--- config.mk ---
export PLATFORM = sky130hd
export DESIGN_NAME = ocrb_top
export DESIGN_NICKNAME = d
export VERILOG_FILES = /design/src/ocrb_pkg.sv /design/src/ocrb_channel.sv /design/src/ocrb_top.sv
export SDC_FILE = /design/constraint.sdc
export NUM_CORES = 1
export LEC_CHECK = 0
export BUFFER_PORTS_ARGS = -buffer_cell sky130_fd_sc_hd__buf_2
export CORE_MARGIN = 5
export CORE_UTILIZATION = 30
export DETAILED_ROUTE_END_ITERATION = 12
export HOLD_SLACK_MARGIN = 0.06
export PLACE_DENSITY = 0.53
export SETUP_SLACK_MARGIN = 0.4
export SYNTH_ARGS = -nofsm -noshare
export SYNTH_HDL_FRONTEND = slang
export SYNTH_SLANG_ARGS = --single-unit
export TNS_END_PERCENT = 5
--- constraint.sdc ---
create_clock -name clock -period 7.81 [get_ports clock]
set_clock_uncertainty 0.2 [all_clocks]
set_input_delay 1.562 -clock clock [delete_from_list [all_inputs] [get_ports clock]]
set_output_delay 1.562 -clock clock [all_outputs]
set_load 0.01 [all_outputs]
--- src/ocrb_pkg.sv ---
/*
  Package for the output configuration register bank: offsets, field layout, reset values, timing constants.
  Assumes an 8-bit address and 8-bit data register port on a single 125 MHz clock.
*/
package ocrb_pkg;
  // Channel count and address width
  localparam int NUM_CH = 4;
  localparam int ADDR_W = 8;
  // Register offsets
  localparam logic [7:0] OFF_CHAN_INDEX = 8'h05;
  localparam logic [7:0] OFF_OUTPUT_MODE_FORMAT = 8'h14;
  localparam logic [7:0] OFF_OUTPUT_DRIVE_ADJUST = 8'h15;
  localparam logic [7:0] OFF_OUTPUT_CLOCK_PHASE = 8'h16;
  localparam logic [7:0] OFF_OUTPUT_CLOCK_DELAY = 8'h17;
  localparam logic [7:0] OFF_REFERENCE_FULLSCALE_SELECT = 8'h18;
  localparam logic [7:0] OFF_SELFTEST_SIGNATURE_LOW = 8'h24;
  localparam logic [7:0] OFF_SELFTEST_SIGNATURE_HIGH = 8'h25;
  // Reset values
  localparam logic [7:0] RST_CHAN_INDEX = 8'h0f;
  localparam logic [7:0] RST_OUTPUT_MODE_FORMAT = 8'h00;
  localparam logic [7:0] RST_OUTPUT_DRIVE_ADJUST = 8'h01;
  localparam logic [7:0] RST_OUTPUT_CLOCK_PHASE = 8'h00;
  localparam logic [7:0] RST_OUTPUT_CLOCK_DELAY = 8'h00;
  localparam logic [7:0] RST_REFERENCE_FULLSCALE_SELECT = 8'h00;
  // Writable bit masks; open bits read as zero
  localparam logic [7:0] MASK_CHAN_INDEX = 8'h0f;
  localparam logic [7:0] MASK_OUTPUT_MODE_FORMAT = 8'h17;
  localparam logic [7:0] MASK_OUTPUT_DRIVE_ADJUST = 8'h0f;
  localparam logic [7:0] MASK_OUTPUT_CLOCK_PHASE = 8'h80;
  localparam logic [7:0] MASK_OUTPUT_CLOCK_DELAY = 8'h9f;
  localparam logic [7:0] MASK_REFERENCE_FULLSCALE_SELECT = 8'h1f;
  // Field positions
  localparam int POS_OUT_DISABLE = 4;
  localparam int POS_OUT_INVERT = 2;
  localparam int POS_FORMAT_LO = 0;
  localparam int POS_DRIVE_LO = 0;
  localparam int POS_CLK_INVERT = 7;
  localparam int POS_DELAY_EN = 7;
  localparam int POS_DELAY_LO = 0;
  // Drive and delay steps
  localparam int DRIVE_W = 4;
  localparam int DELAY_W = 5;
  localparam int DELAY_STEP_PS = 100;
  localparam int DELAY_OUT_W = 12;
  // Drive current in microamps per code; codes above 0111 stay at the lowest level
  localparam logic [11:0] DRIVE_UA [8] = '{12'd3720, 12'd3500, 12'd3300, 12'd2960,
                                           12'd2820, 12'd2570, 12'd2270, 12'd2000};
  localparam logic [11:0] DRIVE_UA_MIN = 12'd2000;
endpackage

--- src/ocrb_channel.sv ---
/*
  One channel's local configuration: stores the per-channel fields and decodes drive and delay.
  Assumes the parent passes the raw address through and gates the write with this channel's select bit; offsets are decoded here.
*/
`timescale 1ns/100ps
module ocrb_channel (
  // Clock and reset
  input wire logic clock,
  input wire logic rst,
  // Write port
  input wire logic wr_en,
  input wire logic [7:0] wr_addr,
  input wire logic [7:0] wr_data,
  // Stored registers
  output logic [7:0] mode_reg,
  output logic [7:0] drive_reg,
  output logic [7:0] phase_reg,
  output logic [7:0] delay_reg,
  // Decoded values
  output logic [11:0] drive_ua,
  output logic [11:0] delay_ps
);
  logic [7:0] mode_next, drive_next, phase_next, delay_next;

  // Next values: only matching offset under write is changed
  always_comb begin
    mode_next = mode_reg;
    drive_next = drive_reg;
    phase_next = phase_reg;
    delay_next = delay_reg;
    if (wr_en) begin
      unique case (wr_addr)
        ocrb_pkg::OFF_OUTPUT_MODE_FORMAT: mode_next = wr_data & ocrb_pkg::MASK_OUTPUT_MODE_FORMAT;
        ocrb_pkg::OFF_OUTPUT_DRIVE_ADJUST: drive_next = wr_data & ocrb_pkg::MASK_OUTPUT_DRIVE_ADJUST;
        ocrb_pkg::OFF_OUTPUT_CLOCK_PHASE: phase_next = wr_data & ocrb_pkg::MASK_OUTPUT_CLOCK_PHASE;
        ocrb_pkg::OFF_OUTPUT_CLOCK_DELAY: delay_next = wr_data & ocrb_pkg::MASK_OUTPUT_CLOCK_DELAY;
        default: ;
      endcase
    end
  end

  // Registered state
  always_ff @(posedge clock or posedge rst) begin
    if (rst) begin
      mode_reg <= ocrb_pkg::RST_OUTPUT_MODE_FORMAT;
      drive_reg <= ocrb_pkg::RST_OUTPUT_DRIVE_ADJUST;
      phase_reg <= ocrb_pkg::RST_OUTPUT_CLOCK_PHASE;
      delay_reg <= ocrb_pkg::RST_OUTPUT_CLOCK_DELAY;
    end else begin
      mode_reg <= mode_next;
      drive_reg <= drive_next;
      phase_reg <= phase_next;
      delay_reg <= delay_next;
    end
  end

  // Lowest code gives highest current, each step lower up to code 7, codes 8 and above at the code 7 level
  always_comb begin
    if (drive_reg[3]) begin
      drive_ua = ocrb_pkg::DRIVE_UA_MIN;
    end else begin
      drive_ua = ocrb_pkg::DRIVE_UA[drive_reg[2:0]];
    end
  end

  // Delay is (code+1) * 100 ps while enabled, zero otherwise
  always_comb begin
    if (delay_reg[ocrb_pkg::POS_DELAY_EN]) begin
      delay_ps = 12'((12'(delay_reg[4:0]) + 12'd1) * 12'(ocrb_pkg::DELAY_STEP_PS));
    end else begin
      delay_ps = 12'd0;
    end
  end

  property p_delay_step;
    @(posedge clock) disable iff (rst)
      delay_reg[7] |-> (delay_ps == 12'((12'(delay_reg[4:0]) + 12'd1) * 12'd100));
  endproperty
  a_delay_step: assert property (p_delay_step) else $error("delay step wrong");

  property p_delay_max;
    @(posedge clock) disable iff (rst)
      (delay_reg[7] && delay_reg[4:0] == 5'h1f) |-> (delay_ps == 12'd3200);
  endproperty
  a_delay_max: assert property (p_delay_max) else $error("max delay not 3.2 ns");

  property p_delay_zero_code;
    @(posedge clock) disable iff (rst)
      (delay_reg[7] && delay_reg[4:0] == 5'h00) |-> (delay_ps == 12'd100);
  endproperty
  a_delay_zero_code: assert property (p_delay_zero_code) else $error("zero code not 100 ps");

  property p_drive_monotonic;
    @(posedge clock) disable iff (rst)
      ($changed(drive_reg) && drive_reg > $past(drive_reg) && $past(drive_reg) < 8'h08)
        |-> (drive_ua <= $past(drive_ua));
  endproperty
  a_drive_monotonic: assert property (p_drive_monotonic) else $error("drive not decreasing");
endmodule

--- src/ocrb_top.sv ---
/*
  Output configuration register bank: channel index, per-channel output settings, global reference select,
  read-only self-test signature. Assumes a serial-port front end hands over byte writes and reads on clock.
*/
// Overview of operation
// - Four-bit drive field; higher code means lower LVDS current up to code 7, codes 7 to 15 equal, code zero highest.
// - Drive field resets to the 3.5 mA code, register reads back 0x01.
// - Five-bit delay code; code zero adds 100 ps when delay enabled.
// - Each delay code step adds a further 100 ps.
// - All-ones delay code gives the largest delay, 3.2 ns.
// - Per-channel writes only change channels selected by the index register.
`timescale 1ns/100ps
module ocrb_top (
  // Clock and reset
  input wire logic clock,
  input wire logic rst,
  // Register port from serial front end
  input wire logic reg_wr,
  input wire logic reg_rd,
  input wire logic [7:0] reg_addr,
  input wire logic [7:0] reg_wdata,
  output logic [7:0] reg_rdata,
  output logic reg_rvalid,
  // Self-test signature from the test engine
  input wire logic sig_load,
  input wire logic [15:0] sig_value,
  // Per-channel controls to the output stage
  output logic [3:0] out_disable,
  output logic [3:0] out_invert,
  output logic [7:0] out_format,
  output logic [15:0] drive_code,
  output logic [3:0] clk_invert,
  output logic [3:0] delay_enable,
  output logic [19:0] delay_code,
  output logic [47:0] drive_ua_all,
  output logic [47:0] delay_ps_all,
  // Global reference select
  output logic [4:0] ref_select
);
  localparam int N = ocrb_pkg::NUM_CH;

  logic [7:0] chan_index_reg, chan_index_next;
  logic [7:0] ref_reg, ref_next;
  logic [15:0] sig_reg, sig_next;
  logic [7:0] rdata_reg, rdata_next;
  logic rvalid_reg, rvalid_next;
  logic [7:0] mode_r [N];
  logic [7:0] drive_r [N];
  logic [7:0] phase_r [N];
  logic [7:0] delay_r [N];
  logic [11:0] ua_w [N];
  logic [11:0] ps_w [N];
  logic [3:0] dis_next, inv_next, cinv_next, den_next;
  logic [7:0] fmt_next;
  logic [15:0] dcode_next;
  logic [19:0] dly_next;
  logic [47:0] ua_next, ps_next;

  // Lowest selected channel supplies local read-back
  function automatic int first_sel(input logic [7:0] idx);
    int r;
    r = 0;
    for (int i = N - 1; i >= 0; i--) begin
      if (idx[i]) begin
        r = i;
      end
    end
    return r;
  endfunction

  // Channel slices; each sees only writes gated by its index bit
  for (genvar g = 0; g < N; g++) begin : gen_ch
    ocrb_channel ocrb_channel_i (
      .clock(clock),
      .rst(rst),
      .wr_en(reg_wr & chan_index_reg[g]),
      .wr_addr(reg_addr),
      .wr_data(reg_wdata),
      .mode_reg(mode_r[g]),
      .drive_reg(drive_r[g]),
      .phase_reg(phase_r[g]),
      .delay_reg(delay_r[g]),
      .drive_ua(ua_w[g]),
      .delay_ps(ps_w[g])
    );
  end

  // Global registers and signature capture
  always_comb begin
    chan_index_next = chan_index_reg;
    ref_next = ref_reg;
    sig_next = sig_reg;
    if (reg_wr && reg_addr == ocrb_pkg::OFF_CHAN_INDEX) begin
      chan_index_next = reg_wdata & ocrb_pkg::MASK_CHAN_INDEX;
    end
    if (reg_wr && reg_addr == ocrb_pkg::OFF_REFERENCE_FULLSCALE_SELECT) begin
      ref_next = reg_wdata & ocrb_pkg::MASK_REFERENCE_FULLSCALE_SELECT;
    end
    // Host writes to signature offsets fall through: only the test engine loads it
    if (sig_load) begin
      sig_next = sig_value;
    end
  end

  // Read mux: one-cycle registered answer, unmapped reads return zero
  always_comb begin
    int c;
    c = first_sel(chan_index_reg);
    rdata_next = rdata_reg;
    rvalid_next = reg_rd;
    if (reg_rd) begin
      unique case (reg_addr)
        ocrb_pkg::OFF_CHAN_INDEX: rdata_next = chan_index_reg;
        ocrb_pkg::OFF_OUTPUT_MODE_FORMAT: rdata_next = mode_r[c];
        ocrb_pkg::OFF_OUTPUT_DRIVE_ADJUST: rdata_next = drive_r[c];
        ocrb_pkg::OFF_OUTPUT_CLOCK_PHASE: rdata_next = phase_r[c];
        ocrb_pkg::OFF_OUTPUT_CLOCK_DELAY: rdata_next = delay_r[c];
        ocrb_pkg::OFF_REFERENCE_FULLSCALE_SELECT: rdata_next = ref_reg;
        ocrb_pkg::OFF_SELFTEST_SIGNATURE_LOW: rdata_next = sig_reg[7:0];
        ocrb_pkg::OFF_SELFTEST_SIGNATURE_HIGH: rdata_next = sig_reg[15:8];
        default: rdata_next = 8'h00;
      endcase
    end
  end

  // Flatten channel fields onto output buses
  always_comb begin
    for (int i = 0; i < N; i++) begin
      dis_next[i] = mode_r[i][ocrb_pkg::POS_OUT_DISABLE];
      inv_next[i] = mode_r[i][ocrb_pkg::POS_OUT_INVERT];
      fmt_next[2*i +: 2] = mode_r[i][1:0];
      dcode_next[4*i +: 4] = drive_r[i][3:0];
      cinv_next[i] = phase_r[i][ocrb_pkg::POS_CLK_INVERT];
      den_next[i] = delay_r[i][ocrb_pkg::POS_DELAY_EN];
      dly_next[5*i +: 5] = delay_r[i][4:0];
      ua_next[12*i +: 12] = ua_w[i];
      ps_next[12*i +: 12] = ps_w[i];
    end
  end

  // Outputs registered so the output stage sees clean levels
  always_ff @(posedge clock or posedge rst) begin
    if (rst) begin
      chan_index_reg <= ocrb_pkg::RST_CHAN_INDEX;
      ref_reg <= ocrb_pkg::RST_REFERENCE_FULLSCALE_SELECT;
      sig_reg <= 16'h0000;
      rdata_reg <= 8'h00;
      rvalid_reg <= 1'b0;
      out_disable <= 4'h0;
      out_invert <= 4'h0;
      out_format <= 8'h00;
      drive_code <= 16'h1111;
      clk_invert <= 4'h0;
      delay_enable <= 4'h0;
      delay_code <= 20'h00000;
      drive_ua_all <= {4{12'd3500}};
      delay_ps_all <= 48'h0;
      ref_select <= 5'h00;
    end else begin
      chan_index_reg <= chan_index_next;
      ref_reg <= ref_next;
      sig_reg <= sig_next;
      rdata_reg <= rdata_next;
      rvalid_reg <= rvalid_next;
      out_disable <= dis_next;
      out_invert <= inv_next;
      out_format <= fmt_next;
      drive_code <= dcode_next;
      clk_invert <= cinv_next;
      delay_enable <= den_next;
      delay_code <= dly_next;
      drive_ua_all <= ua_next;
      delay_ps_all <= ps_next;
      ref_select <= ref_reg[4:0];
    end
  end

  assign reg_rdata = rdata_reg;
  assign reg_rvalid = rvalid_reg;

  property p_unselected_hold;
    @(posedge clock) disable iff (rst)
      (reg_wr && !chan_index_reg[0]) |=> $stable(drive_r[0]) && $stable(delay_r[0]);
  endproperty
  a_unselected_hold: assert property (p_unselected_hold) else $error("unselected channel changed");

  property p_selected_write;
    @(posedge clock) disable iff (rst)
      (reg_wr && chan_index_reg[1] && reg_addr == 8'h15) |=> drive_r[1] == ($past(reg_wdata) & 8'h0f);
  endproperty
  a_selected_write: assert property (p_selected_write) else $error("selected write lost");

  property p_sig_ignore_write;
    @(posedge clock) disable iff (rst)
      (reg_wr && !sig_load && (reg_addr == 8'h24 || reg_addr == 8'h25)) |=> $stable(sig_reg);
  endproperty
  a_sig_ignore_write: assert property (p_sig_ignore_write) else $error("signature written by host");

  property p_sig_read;
    @(posedge clock) disable iff (rst)
      (reg_rd && reg_addr == 8'h25) |=> reg_rvalid && reg_rdata == $past(sig_reg[15:8]);
  endproperty
  a_sig_read: assert property (p_sig_read) else $error("signature high read wrong");

  property p_drive_reset;
    @(posedge clock) $fell(rst) |-> drive_r[0] == 8'h01 ##1 drive_code[3:0] == 4'h1;
  endproperty
  a_drive_reset: assert property (p_drive_reset) else $error("drive reset not 0x01");

  property p_delay_out;
    @(posedge clock) disable iff (rst)
      (delay_r[2][7] && delay_r[2][4:0] == 5'h01) |=> delay_ps_all[35:24] == 12'd200;
  endproperty
  a_delay_out: assert property (p_delay_out) else $error("code one not 200 ps");

  // Upper nibble of the drive register never holds written bits
  property p_drive_field_width;
    @(posedge clock) disable iff (rst)
      (reg_wr && chan_index_reg[0] && reg_addr == 8'h15) |=> drive_r[0][7:4] == 4'h0;
  endproperty
  a_drive_field_width: assert property (p_drive_field_width) else $error("drive field too wide");

  // With one channel selected, local read-back comes from that channel alone
  property p_selected_readback;
    @(posedge clock) disable iff (rst)
      (reg_rd && reg_addr == 8'h15 && chan_index_reg[3:0] == 4'h2) |=> reg_rdata == $past(drive_r[1]);
  endproperty
  a_selected_readback: assert property (p_selected_readback) else $error("readback not from selected channel");
endmodule

==> flow_metrics.env, run 1 <==
export IMPL_reg2reg_from="gen_ch[2].ocrb_channel_i.delay_reg[0]$_DFFE_PP0P_"
export IMPL_clk_latency_ps=550
export IMPL_setup_ws_ps=4370
export IMPL_placedCellCount=1538
export IMPL_syn_inst=912
export IMPL_layout_common_cells="203 x dfrtp_1, 192 x buf_2, 92 x ha_1"
export IMPL_fp_dieW_um=203
export IMPL_die_area_mm2=0.0412
export IMPL_antenna_found_initial=0
export IMPL_rsz0062_at_grt="false"
export IMPL_holdPathEnd="out_format[2]$_DFF_PP0_"
export IMPL_layout_drive_gt1_share_pct=33.2
export IMPL_syn_cell_area_mm2=0.0112
export IMPL_power_per_cell_area_mw_per_mm2=203
export IMPL_hold_path_class="flop to flop"
export IMPL_path_max_fanout=11
export IMPL_grt_pass1_wl_um=45600
export IMPL_first_global_vias=7685
export IMPL_postRouteWirelength_um=29100
export IMPL_hold_viol_final=0
export IMPL_critical_path_class="flop to flop"
export IMPL_finalPower_mw=2.74
export IMPL_synth_cell_types=63
export IMPL_hold_buffers=0
export IMPL_hold_depth=0
export IMPL_setup_viol=0
export IMPL_async_flop_share_pct=100
export IMPL_antenna_cells_inserted=0
export IMPL_finalCritPeriodShare_pct=44.1
export IMPL_port_buffers=192
export IMPL_fp_dieH_um=203
export IMPL_hp_start="gen_ch[1].ocrb_channel_i.mode_reg[0]$_DFFE_PP0P_"
export IMPL_pin_count=207
export IMPL_cp_data_required_time_ps=8050
export IMPL_slowest_stage="dfrtp_1"
export IMPL_max_stage_delay_ps=640
export IMPL_fin_crit_ps=3440
export IMPL_leakage_nw=6.91
export IMPL_drc_errors=0
export IMPL_htree_levels=1
export IMPL_grt_total_usage_pct=14.0
export IMPL_synth_area_per_cell_um2=12.2
export IMPL_cts_tree="done"
export IMPL_first_iter_violations=404
export IMPL_gp_congestion=0.846
export IMPL_seq_area_mm2=0.00613
export IMPL_avgViaCountPerCell=4.63
export IMPL_largest_reg_flops=44
export IMPL_post_cts_resized=0
export IMPL_final_setup_tns_ps=0
export IMPL_crit_arrival_ps=3690
export IMPL_cts_root_buf="clkbuf_16"
export IMPL_dr_pass1_iters=6
export IMPL_critPathLaunchType="flop"
export IMPL_cp_end_kind="flop"
export IMPL_cts_sinks=243
export IMPL_n_fill_cell=3590
export IMPL_cts_setup_buffers=0
export IMPL_reg2reg_depth=12
export IMPL_initial_core_util_pct=30.4
export IMPL_layout_commonest_cell="dfrtp_1"
export IMPL_cpMostUsedCell="ha_1"
export IMPL_synth_seq_cells=243
export IMPL_seq_area_frac_synth_pct=54.9
export IMPL_wl_per_cell_um=18.3
export IMPL_core_area_mm2=0.0367
export IMPL_ant_nets=0
export IMPL_max_slew_worst_pin_slew_ps=958
export IMPL_multiInputGateArea_mm2=0.00462
export IMPL_nets=1234
export IMPL_yosysWarnings=0
export IMPL_slew_headroom_pct=36.1
export IMPL_peakVddDrop_uv=143
export IMPL_place_ws_ps=3930
export IMPL_dpl_hpwl_um=21200
export IMPL_overflow=0
export IMPL_fmax_mhz=291
export IMPL_ys_flop_type="dfrtp_1"
export IMPL_r2r_end="delay_ps_all[35]$_DFF_PP0_"
export IMPL_layout_cells_non_filler=1591
export IMPL_placementRows=70
export IMPL_grt_max_degree=167
export IMPL_cts_clk_slew_worst_paths_ps=60
export IMPL_num_vias=7372
export IMPL_ctsLongestPathBuffers=3
export IMPL_status="finished clean"
export IMPL_final_max_slew_viol_count=0
export IMPL_rrSetupSlack_ps=4370
export IMPL_area_growth_pct=21.0
export IMPL_cap_violations=0
export IMPL_synth_edf_count=0
export IMPL_cts_buffers=29
export IMPL_path_cells="ha_1 > nand3_1 > xor2_1 > ha_1 > inv_1 > ha_1 > ha_1 > ha_1 > a21oi_1 > o21ai_0 > xnor2_1 > and2_1"
kinds of logic after synthesis:
| family | synth area share (%) |
|---|---|
| other | 0.0336 |
| buffers and inverters | 4.03 |
| adder cells (fa/ha/maj) | 11.0 |
| multiplexers | 8.02 |
| AND/OR/NAND/NOR | 9.17 |
| AO/OA/AOI/OAI | 9.00 |
| XOR/XNOR | 3.77 |
| flip-flops | 54.9 |
through the flow:
| stage | hold WS, ps | util (%) | area, um2 |
|---|---|---|---|
| 3_5_place_dp | 185 | 34.2 | 12500 |
| 4_1_cts | 198 | 36.8 | 13500 |
| 3_3_place_gp | 187 | 34.2 | 12500 |
| 5_1_grt | 211 | 36.8 | 13500 |
| 6_report | 193 | 36.8 | 13500 |
| 2_1_floorplan | 152 | - | 11200 |
cell type report:
cell class                      count  share of cell area (%)
Clock buffer                       46                    6.44
Clock inverter                      7                   0.658
Inverter                           56                    1.59
Multi-Input combinational cell    577                    34.2
Sequential cell                   243                    45.4
Tap cell                          468                    4.34
Timing Repair Buffer              194                    7.32
how the worst max path moves through the flow:
stage | startpoint | to | slack [ps] | depth (start not counted)
global route | gen_ch[0].ocrb_channel_i.delay_reg[0]$_DFFE_PP0P_ | delay_ps_all[11]$_DFF_PP0_ | 4120 | 11
detailed placement | reg_addr[5] | reg_rdata[7]$_DFFE_PP0P_ | 3930 | 6
floorplan | rst | clk_invert[0]$_DFF_PP0_ | 2890 | 1
finish | gen_ch[2].ocrb_channel_i.delay_reg[0]$_DFFE_PP0P_ | delay_ps_all[35]$_DFF_PP0_ | 4370 | 12
CTS | gen_ch[0].ocrb_channel_i.delay_reg[0]$_DFFE_PP0P_ | delay_ps_all[11]$_DFF_PP0_ | 4290 | 11
global placement | reg_addr[5] | reg_rdata[7]$_DFFE_PP0P_ | 3960 | 6
synth_stat cells, types with 6 or more instances:
library cell / count / area (um2)
dfrtp_1: 203 / 5080
ha_1: 92 / 1150
mux2_2: 75 / 845
inv_1: 55 / 206
o21ai_0: 53 / 265
nand2_1: 43 / 161
dfstp_2: 40 / 1050
a21oi_1: 39 / 195
and2_1: 32 / 200
nor2_1: 32 / 120
clkbuf_1: 27 / 101
xor2_1: 27 / 236
xnor2_1: 21 / 184
nor2b_1: 18 / 113
nand3_1: 16 / 80.1
buf_4: 13 / 97.6
a21o_1: 8 / 60.1
a221oi_1: 7 / 61.3
a211oi_1: 6 / 45.0
nor2_2: 6 / 37.5
nor3_1: 6 / 30.0
o211ai_1: 6 / 45.0
where the power goes:
part	switching [mW]	total (mW)	internal, mW
sequential	0.0143	1.29	1.28
combinational	0.0777	0.115	0.0371
clock	0.514	1.34	0.823
total	0.606	2.74	2.14
critical path, delay by kind of cell (launching register included):
family | cells | cell delay [ps]
AND/OR/NAND/NOR | 2 | 240
buffers and inverters | 1 | 60
adder cells (fa/ha/maj) | 5 | 1420
flip-flops | 1 | 640
AO/OA/AOI/OAI | 2 | 250
XOR/XNOR | 2 | 520
metal layers:
| metal | wire [um] | global-route usage (%) | vias up | part of all wire, % |
|---|---|---|---|---|
| met2 | 13500 | 22.7 | 202 | 46 |
| met5 | 0 | 0 | - | 0 |
| met3 | 2080 | 3.27 | 29 | 7.2 |
| met4 | 511 | 3.37 | 0 | 1.8 |
| li1 | - | - | 3514 | - |
| met1 | 13000 | 19.2 | 3627 | 45 |
No activity file was read; power rests on OpenSTA's default activity.
==> inputs of run 2 (changes only) <==
==> constraint.sdc (replaced) <==
create_clock -name clock -period 2.8 [get_ports clock]
set_clock_uncertainty 0.2 [all_clocks]
set_input_delay 0.56 -clock clock [delete_from_list [all_inputs] [get_ports clock]]
set_output_delay 0.56 -clock clock [all_outputs]
set_load 0.01 [all_outputs]
==> flow_metrics.env, run 2 (synthesized netlist as in run 1, its figures left out) <==
export IMPL_die_area_mm2=0.0412
export IMPL_nets=1365
export IMPL_path_max_fanout=6
export IMPL_postRouteWirelength_um=31400
export IMPL_final_setup_tns_ps=-13.0
export IMPL_max_stage_delay_ps=460
export IMPL_reg2reg_depth=12
export IMPL_cpMostUsedCell="ha_4"
export IMPL_switching_power_mw=1.73
export IMPL_finalCritPeriodShare_pct=100
export IMPL_critPathLaunchType="flop"
export IMPL_cap_violations=0
export IMPL_first_global_vias=8422
export IMPL_overflow=0
export IMPL_r2r_end="delay_ps_all[22]$_DFF_PP0_"
export IMPL_leakage_nw=7.47
export IMPL_fin_util_pct=42.3
export IMPL_violations="setup timing"
export IMPL_placedCellCount=1640
export IMPL_cp_end_kind="flop"
export IMPL_final_max_slew_viol_count=0
export IMPL_placed_area_mm2=0.0133
export IMPL_cts_sinks=243
export IMPL_grt_pass1_wl_um=49300
export IMPL_dr_pass1_iters=4
export IMPL_peakVddDrop_uv=469
export IMPL_setup_ws_ps=-13.0
export IMPL_setup_viol=1
export IMPL_clk_latency_ps=560
export IMPL_hold_slack_ps=199
export IMPL_comb_power_share_pct=5.0
export IMPL_power_per_cell_area_mw_per_mm2=496
export IMPL_cts_buffers=28
export IMPL_num_vias=7931
export IMPL_hold_path_class="flop to flop"
export IMPL_slowest_stage="dfrtp_2"
export IMPL_fin_crit_ps=2810
export IMPL_rsz0062_at_grt="true"
export IMPL_slew_headroom_pct=62.5
export IMPL_cts_clk_slew_worst_paths_ps=60
export IMPL_antenna_found_initial=1
export IMPL_largest_reg_flops=44
export IMPL_fmax_mhz=355
export IMPL_hold_viol_final=0
export IMPL_crit_arrival_ps=3050
export IMPL_gp_congestion=0.842
export IMPL_wl_per_cell_um=18.2
export IMPL_reg2reg_from="gen_ch[1].ocrb_channel_i.delay_reg[0]$_DFFE_PP0P_"
export IMPL_placementRows=70
export IMPL_final_area_mm2=0.0155
export IMPL_critical_path_class="flop to flop"
export IMPL_layout_cells_non_filler=1723
export IMPL_place_ws_ps=-418
export IMPL_status="finished, violations left"
export IMPL_ctsLongestPathBuffers=3
export IMPL_p_int_mw=5.97
export IMPL_route_met2_wl_um=15200
export IMPL_rrSetupSlack_ps=-10
export IMPL_pin_count=207
export IMPL_crit_family="adder cells"
export IMPL_power_share_sequential_pct=46.6
export IMPL_holdPathEnd="out_format[1]$_DFF_PP0_"
export IMPL_path_buf_inv=2
export IMPL_cp_data_required_time_ps=3040
export IMPL_hp_start="gen_ch[0].ocrb_channel_i.mode_reg[1]$_DFFE_PP0P_"
export IMPL_top_layer="met4"
export IMPL_layout_drive_gt1_share_pct=48.7
export IMPL_layout_common_cells="192 x dfrtp_1, 192 x buf_2, 105 x buf_4"
export IMPL_htree_levels=1
export IMPL_grt_max_degree=65
export IMPL_avgViaCountPerCell=4.60
export IMPL_cts_root_buf="clkbuf_16"
export IMPL_hold_depth=0
export IMPL_drt_met1_wl_um=13600
export IMPL_p_clk_share_pct=48.4
export IMPL_max_slew_worst_pin_slew_ps=559
export IMPL_dpl_hpwl_um=22600
export IMPL_finalPower_mw=7.71
export IMPL_initial_core_util_pct=30.4
export IMPL_ant_nets=0
export IMPL_area_growth_pct=39.3
export IMPL_path_cells="ha_4 > xor2_4 > ha_4 > ha_4 > ha_4 > inv_2 > fa_2 > inv_2 > a21o_1 > a21oi_2 > xnor2_1 > and2_1"
export IMPL_port_buffers=192
export IMPL_fp_dieH_um=203
export IMPL_cts_tree="done"
export IMPL_core_area_mm2=0.0367
export IMPL_fp_dieW_um=203
export IMPL_grt_total_usage_pct=15.1
export IMPL_drc_errors=0
export IMPL_p_sw_share_pct=22.5
export IMPL_first_iter_violations=430
export IMPL_dr_wl_met3_um=2040
-- run 2: cell count changes in the layout (fill, tap and decap cells not counted), sizes merged --
cell,delta
diode,+1
dlygate4sd3,+18
clkbuf,-2
buf,+114
clkinv,-1
clkinvlp,+2
-- run 2: how the worst max path moves through the flow --
stage / cells after the start / startpoint / end / slack [ps]
after floorplan: 1 / rst / clk_invert[0]$_DFF_PP0_ / -1120
after global placement: 11 / gen_ch[1].ocrb_channel_i.delay_reg[0]$_DFFE_PP0P_ / delay_ps_all[23]$_DFF_PP0_ / -350
after detailed placement: 11 / gen_ch[1].ocrb_channel_i.delay_reg[0]$_DFFE_PP0P_ / delay_ps_all[23]$_DFF_PP0_ / -420
after CTS: 10 / gen_ch[0].ocrb_channel_i.delay_reg[1]$_DFFE_PP0P_ / delay_ps_all[10]$_DFF_PP0_ / -3
after global routing: 12 / gen_ch[0].ocrb_channel_i.delay_reg[1]$_DFFE_PP0P_ / delay_ps_all[11]$_DFF_PP0_ / -130
final: 12 / gen_ch[1].ocrb_channel_i.delay_reg[0]$_DFFE_PP0P_ / delay_ps_all[22]$_DFF_PP0_ / -10
-- run 2: final cells by class --
cell class                 count  area [um2]
antenna                        1        2.50
clock buffer                  44         852
multi-input combinational    577        5560
timing repair buffer         326        2080
fill                        3425       21200
sequential                   243        6140
tap                          468         586
inverter                      56         216
clock inverter                 8         103
-- run 2: what timing repair did --
action / in CTS / in global routing
endpoints found under the setup margin: 20 / 24
hold endpoints to repair: 24 / 0
hold buffers: 18 / 0
pin swaps: 48 / 22
resized for setup: 111 / 38
cloned: 0 / 0
setup buffers: 10 / 2
-- run 2: worst register-to-register path, cell delays in order (launching register included) --
cell,delay [ps]
dfrtp_2,460
ha_4,200
xor2_4,180
ha_4,230
ha_4,220
ha_4,280
inv_2,40
fa_2,390
inv_2,60
a21o_1,120
a21oi_2,60
xnor2_1,110
and2_1,150
-- run 2: power groups by stage --
stage / clock [mW] / combinational, mW / sequential (mW)
floorplan: 0 / 0.222 / 3.64
global placement: 0 / 0.355 / 3.65
detailed placement: 0 / 0.361 / 3.65
CTS: 3.87 / 0.390 / 3.59
global route: 4.02 / 0.430 / 3.59
finish: 3.73 / 0.386 / 3.59
-- run 2: per-layer routing --
layer  track usage, %  vias to the layer above
li1                 -                     3753
met1             19.9                     3934
met2             25.5                      207
met3             3.48                       37
met4             3.59                        0
met5                0                        -
